`config.mk`:
```
export PLATFORM = sky130hd
export DESIGN_NAME = pdmc_top
export DESIGN_NICKNAME = d
export VERILOG_FILES = /design/src/pdmc_pkg.sv /design/src/pdmc_top.sv
export SDC_FILE = /design/constraint.sdc
export NUM_CORES = 1
export LEC_CHECK = 0
export BUFFER_PORTS_ARGS = -buffer_cell sky130_fd_sc_hd__buf_2
export CORE_MARGIN = 2
export CORE_UTILIZATION = 40
export CTS_BUF_LIST = sky130_fd_sc_hd__clkbuf_8
export DETAILED_ROUTE_END_ITERATION = 10
export HOLD_SLACK_MARGIN = 0.03
export REMOVE_ABC_BUFFERS = 1
export SLEW_MARGIN = 40
export SYNTH_ARGS = -nofsm -noshare
export SYNTH_HDL_FRONTEND = slang
export SYNTH_SLANG_ARGS = --single-unit
```
`constraint.sdc`:
```
create_clock -name clk_in -period 1.8 [get_ports clk_in]
set_input_delay 0.36 -clock clk_in [delete_from_list [all_inputs] [get_ports clk_in]]
set_output_delay 0.36 -clock clk_in [all_outputs]
set_load 0.02 [all_outputs]
```
`src/pdmc_pkg.sv`:
```
// package for the power-down mode controller
package pdmc_pkg;

    localparam int          WAIT_SEL_BIT   = 2;
    localparam logic        WAIT_SEL_RESET = 1'b0;
    localparam int          CLK_HZ         = 40000000;
    localparam int          WARMUP_US      = 100;
    localparam int          WARMUP_CYCLES  = (CLK_HZ / 1000000) * WARMUP_US;
    localparam logic [15:0] WARMUP_LOAD    = 16'(WARMUP_CYCLES);
    localparam logic [15:0] CNT_ZERO       = 16'h0000;

    typedef enum logic [2:0] {
        PDMC_RUN     = 3'b000,
        PDMC_SHALLOW = 3'b001,
        PDMC_DEEP    = 3'b010,
        PDMC_STOP    = 3'b011,
        PDMC_WARMUP  = 3'b100
    } pdmc_state_t;

    typedef struct packed {
        logic cpu_clk_en;
        logic osc_en;
        logic irq_logic_en;
        logic periph_en;
        logic retain;
    } pdmc_gate_t;

    typedef struct packed {
        logic resume;
        logic take_vector;
    } pdmc_wake_t;

endpackage

```
`src/pdmc_top.sv`:
```
// power-down mode controller: wait, deep wait and stop states
// Overview of operation
// - sleep instruction with select bit clear enters shallow wait
// - sleep instruction with select bit set enters deep wait
// - halt instruction enters stop regardless of select bit
// - any interrupt or reset wakes from either wait mode
// - only hardware reset leaves stop; interrupts are ignored there
// - shallow wait stops CPU; oscillator, interrupts, timers, sound run
// - registers, RAM and pins hold their state while powered down
// - masked interrupt wake resumes after sleep instruction, no service
// - unmasked interrupt wake fetches vector and runs service routine
// - deep wait keeps timers and sound only on slow crystal clock
// - deep wait wake inserts warm-up; shallow wake does not
// - stop keeps timers and sound only on slow crystal clock
`timescale 1ns/100ps
module pdmc_top
    import pdmc_pkg::*;
#(
    parameter logic [15:0] WARMUP_CNT = WARMUP_LOAD
) (
    // clock and reset
    input  wire logic        clk_in,
    input  wire logic        rstn_in,
    // cpu instruction strobes
    input  wire logic        sleep_instruction_in,
    input  wire logic        halt_instruction_in,
    input  wire logic        irq_mask_in,
    // system control register image
    input  wire logic [7:0]  system_control_register_in,
    // clock source and interrupt
    input  wire logic        periph_on_xtal_in,
    input  wire logic        irq_req_in,
    // gating outputs
    output logic             cpu_clk_en_out,
    output logic             osc_en_out,
    output logic             irq_logic_en_out,
    output logic             periph_en_out,
    output logic             retain_out,
    // wake outputs
    output logic             resume_out,
    output logic             take_vector_out,
    output logic [2:0]       state_out
);

    ////////////////////////////////////////////////////////////////////////////
    // async interrupt request synchroniser
    logic [1:0] irq_sync_r;
    logic [1:0] irq_sync_nxt;

    always_comb begin
        irq_sync_nxt = {irq_sync_r[0], irq_req_in};
    end

    always_ff @(posedge clk_in or negedge rstn_in) begin
        if (!rstn_in) begin
            irq_sync_r <= 2'h0;
        end else begin
            irq_sync_r <= irq_sync_nxt;
        end
    end

    logic irq_s;
    assign irq_s = irq_sync_r[1];

    ////////////////////////////////////////////////////////////////////////////
    // state machine
    pdmc_state_t state_r;
    pdmc_state_t state_nxt;
    logic [15:0] cnt_r;
    logic [15:0] cnt_nxt;
    logic        vec_r;
    logic        vec_nxt;
    pdmc_gate_t  gate_r;
    pdmc_gate_t  gate_nxt;
    pdmc_wake_t  wake_r;
    pdmc_wake_t  wake_nxt;

    function automatic pdmc_gate_t gates(input pdmc_state_t s, input logic xtal);
        pdmc_gate_t g;
        g = '{cpu_clk_en: 1'b1, osc_en: 1'b1, irq_logic_en: 1'b1, periph_en: 1'b1, retain: 1'b0};
        case (s)
            PDMC_RUN: begin
                g = g;
            end
            PDMC_SHALLOW: begin
                g.cpu_clk_en = 1'b0;
                g.retain     = 1'b1;
            end
            PDMC_DEEP: begin
                g.cpu_clk_en = 1'b0;
                g.osc_en     = 1'b0;
                g.periph_en  = xtal;
                g.retain     = 1'b1;
            end
            PDMC_STOP: begin
                g.cpu_clk_en   = 1'b0;
                g.osc_en       = 1'b0;
                g.irq_logic_en = 1'b0;
                g.periph_en    = xtal;
                g.retain       = 1'b1;
            end
            PDMC_WARMUP: begin
                g.cpu_clk_en = 1'b0;
                g.retain     = 1'b1;
            end
            default: begin
                g = g;
            end
        endcase
        return g;
    endfunction

    always_comb begin
        state_nxt = state_r;
        cnt_nxt   = cnt_r;
        vec_nxt   = vec_r;
        wake_nxt  = '{resume: 1'b0, take_vector: 1'b0};
        case (state_r)
            PDMC_RUN: begin
                if (halt_instruction_in) begin
                    state_nxt = PDMC_STOP;
                end else if (sleep_instruction_in) begin
                    if (system_control_register_in[WAIT_SEL_BIT]) begin
                        state_nxt = PDMC_DEEP;
                    end else begin
                        state_nxt = PDMC_SHALLOW;
                    end
                end
            end
            PDMC_SHALLOW: begin
                if (irq_s) begin
                    state_nxt            = PDMC_RUN;
                    wake_nxt.resume      = 1'b1;
                    wake_nxt.take_vector = !irq_mask_in;
                end
            end
            PDMC_DEEP: begin
                if (irq_s) begin
                    state_nxt = PDMC_WARMUP;
                    cnt_nxt   = WARMUP_CNT;
                    vec_nxt   = !irq_mask_in;
                end
            end
            PDMC_STOP: begin
                state_nxt = PDMC_STOP;
            end
            PDMC_WARMUP: begin
                if (cnt_r <= 16'h0001) begin
                    state_nxt            = PDMC_RUN;
                    cnt_nxt              = CNT_ZERO;
                    wake_nxt.resume      = 1'b1;
                    wake_nxt.take_vector = vec_r;
                end else begin
                    cnt_nxt = cnt_r - 16'h0001;
                end
            end
            default: begin
                state_nxt = PDMC_RUN;
            end
        endcase
        gate_nxt = gates(state_nxt, periph_on_xtal_in);
    end

    always_ff @(posedge clk_in or negedge rstn_in) begin
        if (!rstn_in) begin
            state_r <= PDMC_RUN;
            cnt_r   <= CNT_ZERO;
            vec_r   <= 1'b0;
            gate_r  <= '{cpu_clk_en: 1'b1, osc_en: 1'b1, irq_logic_en: 1'b1, periph_en: 1'b1, retain: 1'b0};
            wake_r  <= '{resume: 1'b0, take_vector: 1'b0};
        end else begin
            state_r <= state_nxt;
            cnt_r   <= cnt_nxt;
            vec_r   <= vec_nxt;
            gate_r  <= gate_nxt;
            wake_r  <= wake_nxt;
        end
    end

    assign cpu_clk_en_out   = gate_r.cpu_clk_en;
    assign osc_en_out       = gate_r.osc_en;
    assign irq_logic_en_out = gate_r.irq_logic_en;
    assign periph_en_out    = gate_r.periph_en;
    assign retain_out       = gate_r.retain;
    assign resume_out       = wake_r.resume;
    assign take_vector_out  = wake_r.take_vector;
    assign state_out        = state_r;

    ////////////////////////////////////////////////////////////////////////////
    // warm-up length monitor for the assertions
    logic [15:0] warm_len_r;
    logic [15:0] warm_len_nxt;

    always_comb begin
        if (state_r == PDMC_WARMUP) begin
            warm_len_nxt = warm_len_r + 16'h0001;
        end else begin
            warm_len_nxt = CNT_ZERO;
        end
    end

    always_ff @(posedge clk_in or negedge rstn_in) begin
        if (!rstn_in) begin
            warm_len_r <= CNT_ZERO;
        end else begin
            warm_len_r <= warm_len_nxt;
        end
    end

    ////////////////////////////////////////////////////////////////////////////
    // assertions
    a_shallow_entry: assert property (@(posedge clk_in) disable iff (!rstn_in)
        (state_r == PDMC_RUN && sleep_instruction_in && !halt_instruction_in
         && !system_control_register_in[WAIT_SEL_BIT]) |=> state_r == PDMC_SHALLOW)
        else $error("shallow wait not entered");
    a_deep_entry: assert property (@(posedge clk_in) disable iff (!rstn_in)
        (state_r == PDMC_RUN && sleep_instruction_in && !halt_instruction_in
         && system_control_register_in[WAIT_SEL_BIT]) |=> state_r == PDMC_DEEP)
        else $error("deep wait not entered");
    a_stop_entry: assert property (@(posedge clk_in) disable iff (!rstn_in)
        (state_r == PDMC_RUN && halt_instruction_in) |=> state_r == PDMC_STOP)
        else $error("stop not entered");
    a_shallow_wake: assert property (@(posedge clk_in) disable iff (!rstn_in)
        (state_r == PDMC_SHALLOW && irq_s) |=> (state_r == PDMC_RUN && resume_out))
        else $error("shallow wake missing");
    a_stop_holds: assert property (@(posedge clk_in) disable iff (!rstn_in)
        state_r == PDMC_STOP |=> state_r == PDMC_STOP)
        else $error("left stop without reset");
    a_shallow_gates: assert property (@(posedge clk_in) disable iff (!rstn_in)
        state_r == PDMC_SHALLOW |-> (!cpu_clk_en_out && osc_en_out && irq_logic_en_out && periph_en_out))
        else $error("shallow gating wrong");
    a_retain_down: assert property (@(posedge clk_in) disable iff (!rstn_in)
        (state_r != PDMC_RUN) |-> retain_out)
        else $error("retain not held");
    a_masked_wake: assert property (@(posedge clk_in) disable iff (!rstn_in)
        (state_r == PDMC_SHALLOW && irq_s && irq_mask_in) |=> !take_vector_out)
        else $error("vector taken while masked");
    a_unmasked_wake: assert property (@(posedge clk_in) disable iff (!rstn_in)
        (state_r == PDMC_SHALLOW && irq_s && !irq_mask_in) |=> take_vector_out)
        else $error("vector not taken");
    a_deep_periph: assert property (@(posedge clk_in) disable iff (!rstn_in)
        (state_r == PDMC_DEEP && $past(state_r) == PDMC_DEEP)
        |-> periph_en_out == $past(periph_on_xtal_in))
        else $error("deep peripheral gate wrong");
    a_deep_warmup: assert property (@(posedge clk_in) disable iff (!rstn_in)
        (state_r == PDMC_DEEP && irq_s) |=> state_r == PDMC_WARMUP)
        else $error("warm-up skipped");
    a_stop_periph: assert property (@(posedge clk_in) disable iff (!rstn_in)
        (state_r == PDMC_STOP && $past(state_r) == PDMC_STOP)
        |-> (periph_en_out == $past(periph_on_xtal_in) && !cpu_clk_en_out))
        else $error("stop peripheral gate wrong");
    a_warmup_gated: assert property (@(posedge clk_in) disable iff (!rstn_in)
        (state_r == PDMC_WARMUP && cnt_r > 16'h0001) |=> (state_r == PDMC_WARMUP && !cpu_clk_en_out))
        else $error("cpu clock released early");
    a_run_holds: assert property (@(posedge clk_in) disable iff (!rstn_in)
        (state_r == PDMC_RUN && !sleep_instruction_in && !halt_instruction_in) |=> state_r == PDMC_RUN)
        else $error("run left without instruction");
    a_run_gates: assert property (@(posedge clk_in) disable iff (!rstn_in)
        state_r == PDMC_RUN
        |-> (cpu_clk_en_out && osc_en_out && irq_logic_en_out && periph_en_out && !retain_out))
        else $error("run gating wrong");
    a_shallow_holds: assert property (@(posedge clk_in) disable iff (!rstn_in)
        (state_r == PDMC_SHALLOW && !irq_s) |=> state_r == PDMC_SHALLOW)
        else $error("shallow wait left without wake");
    a_deep_holds: assert property (@(posedge clk_in) disable iff (!rstn_in)
        (state_r == PDMC_DEEP && !irq_s) |=> state_r == PDMC_DEEP)
        else $error("deep wait left without wake");
    a_deep_gates: assert property (@(posedge clk_in) disable iff (!rstn_in)
        state_r == PDMC_DEEP |-> (!cpu_clk_en_out && !osc_en_out && irq_logic_en_out && retain_out))
        else $error("deep gating wrong");
    a_stop_gates: assert property (@(posedge clk_in) disable iff (!rstn_in)
        state_r == PDMC_STOP
        |-> (!cpu_clk_en_out && !osc_en_out && !irq_logic_en_out && retain_out))
        else $error("stop gating wrong");
    a_stop_no_wake: assert property (@(posedge clk_in) disable iff (!rstn_in)
        state_r == PDMC_STOP |-> (!resume_out && !take_vector_out))
        else $error("wake pulse in stop");
    a_warmup_osc: assert property (@(posedge clk_in) disable iff (!rstn_in)
        state_r == PDMC_WARMUP |-> (osc_en_out && !cpu_clk_en_out && retain_out))
        else $error("warm-up gating wrong");
    a_warmup_stays: assert property (@(posedge clk_in) disable iff (!rstn_in)
        (state_r == PDMC_WARMUP && warm_len_r < WARMUP_CNT - 16'h0001) |=> state_r == PDMC_WARMUP)
        else $error("warm-up cut short");
    a_warmup_exit: assert property (@(posedge clk_in) disable iff (!rstn_in)
        (state_r == PDMC_WARMUP && warm_len_r == WARMUP_CNT - 16'h0001)
        |=> (state_r == PDMC_RUN && cpu_clk_en_out && resume_out))
        else $error("warm-up did not end");
    a_resume_pulse: assert property (@(posedge clk_in) disable iff (!rstn_in)
        resume_out |=> !resume_out)
        else $error("resume longer than one cycle");
    a_vector_pairs: assert property (@(posedge clk_in) disable iff (!rstn_in)
        take_vector_out |-> resume_out)
        else $error("vector without resume");

    c_shallow: cover property (@(posedge clk_in) disable iff (!rstn_in)
        state_r == PDMC_SHALLOW ##1 state_r == PDMC_RUN);
    c_deep: cover property (@(posedge clk_in) disable iff (!rstn_in)
        state_r == PDMC_WARMUP ##1 state_r == PDMC_RUN);
    c_stop: cover property (@(posedge clk_in) disable iff (!rstn_in)
        state_r == PDMC_STOP && irq_s);
    c_vector: cover property (@(posedge clk_in) disable iff (!rstn_in) take_vector_out);
    c_masked: cover property (@(posedge clk_in) disable iff (!rstn_in) resume_out && !take_vector_out);

endmodule // pdmc_top

```
==> impl_results.md <==
- Status: finished, final reports clean
- First-pass GRT wire length: approximately 5700 um
- Critical path's largest stage delay: about 0.44 ns
- Clk_skew: between 0.007 and 0.008 ns
- Crit Path Max Fanout: 6
- Fin. max-slew vios: 0
- Die Ht: 65.3 um
- Worst Tran Pin Value: 0.620 ns
- Inserted Clock Buffers: 5
- Final Power: slightly below 3 mW
- HP Class: input pin to asynchronous set/reset pin
- Die area: roughly 4300 um^2
- Crit path arrival time: 1.92 ns
- Iteration-0 DRC count of the detailed router: 68
- I/O pins: 25
- Worst setup EP type: flop
- Leak: ~0.80 nW
- Inserted Diodes: 0
- CTS tree: built
- Post-synthesis cell count: 153
- Final Hold Vio Count: 0
- Clk root buf: clkbuf_8
- GPL Wtd Cong: approximately 0.85
- Vias per cell: around 5.7
- Max Cap Viol: 0
- Commonest non-fill, non-tap cell in the layout: dfrtp_1
- Top FF cell, synth: dfrtp_1
- Total grt overflow: 0
- Initial antenna violation count: 0
- Register area share after synthesis: between 40% and 50%
- Buf/Inv on CP: 1
- Synth cell types: 47
- Level count of the clock H-tree: 2
- Clk Latency, worst-skew pair: 0.28 ns
- Mapped Avg Cell Area: ~9.8 um^2
- Max-slew headroom: roughly three fifths
- Crit-path slowest cell: dfrtp_2
- Per-cell routed wire length: 14.0 um
- NumNets Final: approximately 210
- Routed WL: approximately 3400 um
- Largest net degree at the start of global routing: 30
- Length of the first detailed-routing pass in iterations: 4
- Fillers: ~320
- Synth Register Bits: 29
- Clock sinks: 29
- Initial Util: 41.3%
- Core area: between 3000 and 4000 um^2
- Clock buffer depth: 2
- Req. time, crit path: 2.00 ns
- Crit-path leading delay family: simple AND/OR/NAND/NOR gates
- Max Clk Rate: 0.582 GHz
- Commonest non-fill, non-tap cells in the layout: 24 x dfrtp_1, 21 x buf_4, 17 x buf_2, 11 x nand2_1, 10 x nor2_1
- Detailed-route via count: approximately 1,400
- Hold buffers post-CTS: 0
- Vias in the first global route: roughly 1,200
- I/O Buffers: 17
- Final HPWL DP: roughly 2400 um
- Min Tclk post-route: between 1.5 and 2 ns
- Post-route DRC: 0
- Post-synth EDFFs: 0
- Share of post-route cells with drive strength above 1: 35.2%
- Fin Hold WS: between 0.09 and 0.1 ns
- Async S/R FF share, synth: 100%
- RSZ-0062 raised after global routing: true
- Antenna viol nets, final: 0
- Clock transition at path regs: roughly 0.060 ns
- Row count: 22
- Mapped Area: ~1500 um^2
- Critical path class: flop to flop
- Total GRT Usage: ~17%
- CP Launch Type: flop
- Final Setup Violations: 0
- PwrDens: between 1500 and 2000 nW/um^2
- Synth warn: 0
- Post-route clock period utilization: roughly 96%
- Die width: approximately 65 um
- Area growth syn-to-layout: 28.0%
- Worst path cell trace: nor4_4 -> buf_6 -> nand4_2 -> or4_1 -> o211ai_2
- Max VDD drop: around 0.77 mV
## report_power, final
part           total [mW]  internal [mW]  switching, mW
clock network       0.577          0.345          0.232
registers            1.03          0.855          0.174
logic                1.35          0.599          0.749
## path summary, 6_finish.rpt
kind	slack (ns)	to	start	cells past startpoint
worst min register to register	0.35	irq_sync_r[1]	irq_sync_r[0]	0
min in group clk_in	0.19	irq_sync_r[0]	irq_req_in	1
worst max-delay path	0.08	cnt_r[14]	cnt_r[7]	5
worst max register to register	0.08	cnt_r[14]	cnt_r[7]	5
max in group asynchronous	1.27	cnt_r[7]	rstn_in	1
worst min-delay path	0.09	cnt_r[7]	rstn_in	1
## cell type report
| class | instances | area (um^2) | share of cell area (%) |
|---|---|---|---|
| clock buffers | 7 | 96.3 | 5.01 |
| clock inverters | 1 | 5.00 | 0.260 |
| repair buffers | 40 | 274 | 14.3 |
| multi-input cells | 108 | 724 | 37.7 |
| flip-flops and latches | 29 | 732 | 38.1 |
| well taps | 48 | 60.1 | 3.13 |
| inverters | 8 | 30.0 | 1.56 |
## cells by family (layout without fill, tap and decap cells)
group	count (synthesis)	count (layout)	share of synthesized area (%)
buffers and inverters	16	56	5.00
xor gates and xnor gates	1	1	0.583
adders and majority gates	2	2	1.67
DFF	29	29	48.7
and+or+nand+nor	64	64	25.0
AOI/OAI and AO/OA	41	41	19.1
## Yosys cell counts, types with 2 or more instances
master     count  area (um^2)
o311ai_0       4         35.0
o2111ai_1      2         17.5
or4_1          3         22.5
a21oi_1        8         40.0
nand2_1       11         41.3
a31oi_1        2         12.5
or2_2          2         12.5
clkbuf_1       3         11.3
o21ai_0        9         45.0
nand3_1        8         40.0
buf_2          3         15.0
inv_1          8         30.0
ha_1           2         25.0
or3b_2         2         17.5
nor2_1        11         41.3
nand4_1        5         31.3
nor3b_1        2         15.0
nor3_1         6         30.0
dfrtp_1       25          626
dfstp_2        4          105
nor4_1         5         31.3
o211ai_1       3         22.5
## state kept, by name, summed over array words and instances, names as in the netlist
signal and cells:
resume_out 1, take_vector_out 1, osc_en_out 1, periph_en_out 1
vec_r 1, cnt_r 16, state_out 3, irq_sync_r 2
cpu_clk_en_out 1, retain_out 1, irq_logic_en_out 1
## layer usage
metal | GRT usage [%] | wire length (um) | vias up
met4 | 5.47 | 53 | 0
met3 | 4.28 | 234 | 6
met5 | 0 | 0 | -
li1 | - | - | 655
met1 | 24.0 | 1430 | 664
met2 | 27.0 | 1650 | 51
## repair_timing
| item | 4_1_cts | 5_1_grt |
|---|---|---|
| pin swaps | 0 | 1 |
| setup endpoints to repair | 3 | 5 |
| resized for setup | 2 | 5 |
| setup buffers | 0 | 2 |
## metrics by stage
stage	TNS, ns	std cells	instance area [um^2]	worst slack, ns	util [%]
6_report	0	241	1920	0.0805	52.9
4_1_cts	0	239	1890	0.0570	51.9
3_5_place_dp	0	231	1780	0.0169	48.9
2_1_floorplan	-12.33	145	1460	-0.758	-
3_3_place_gp	0	231	1780	0.0489	48.9
5_1_grt	-0.0733	241	1920	-0.0302	52.9
Power figures use the tool's default switching activity.
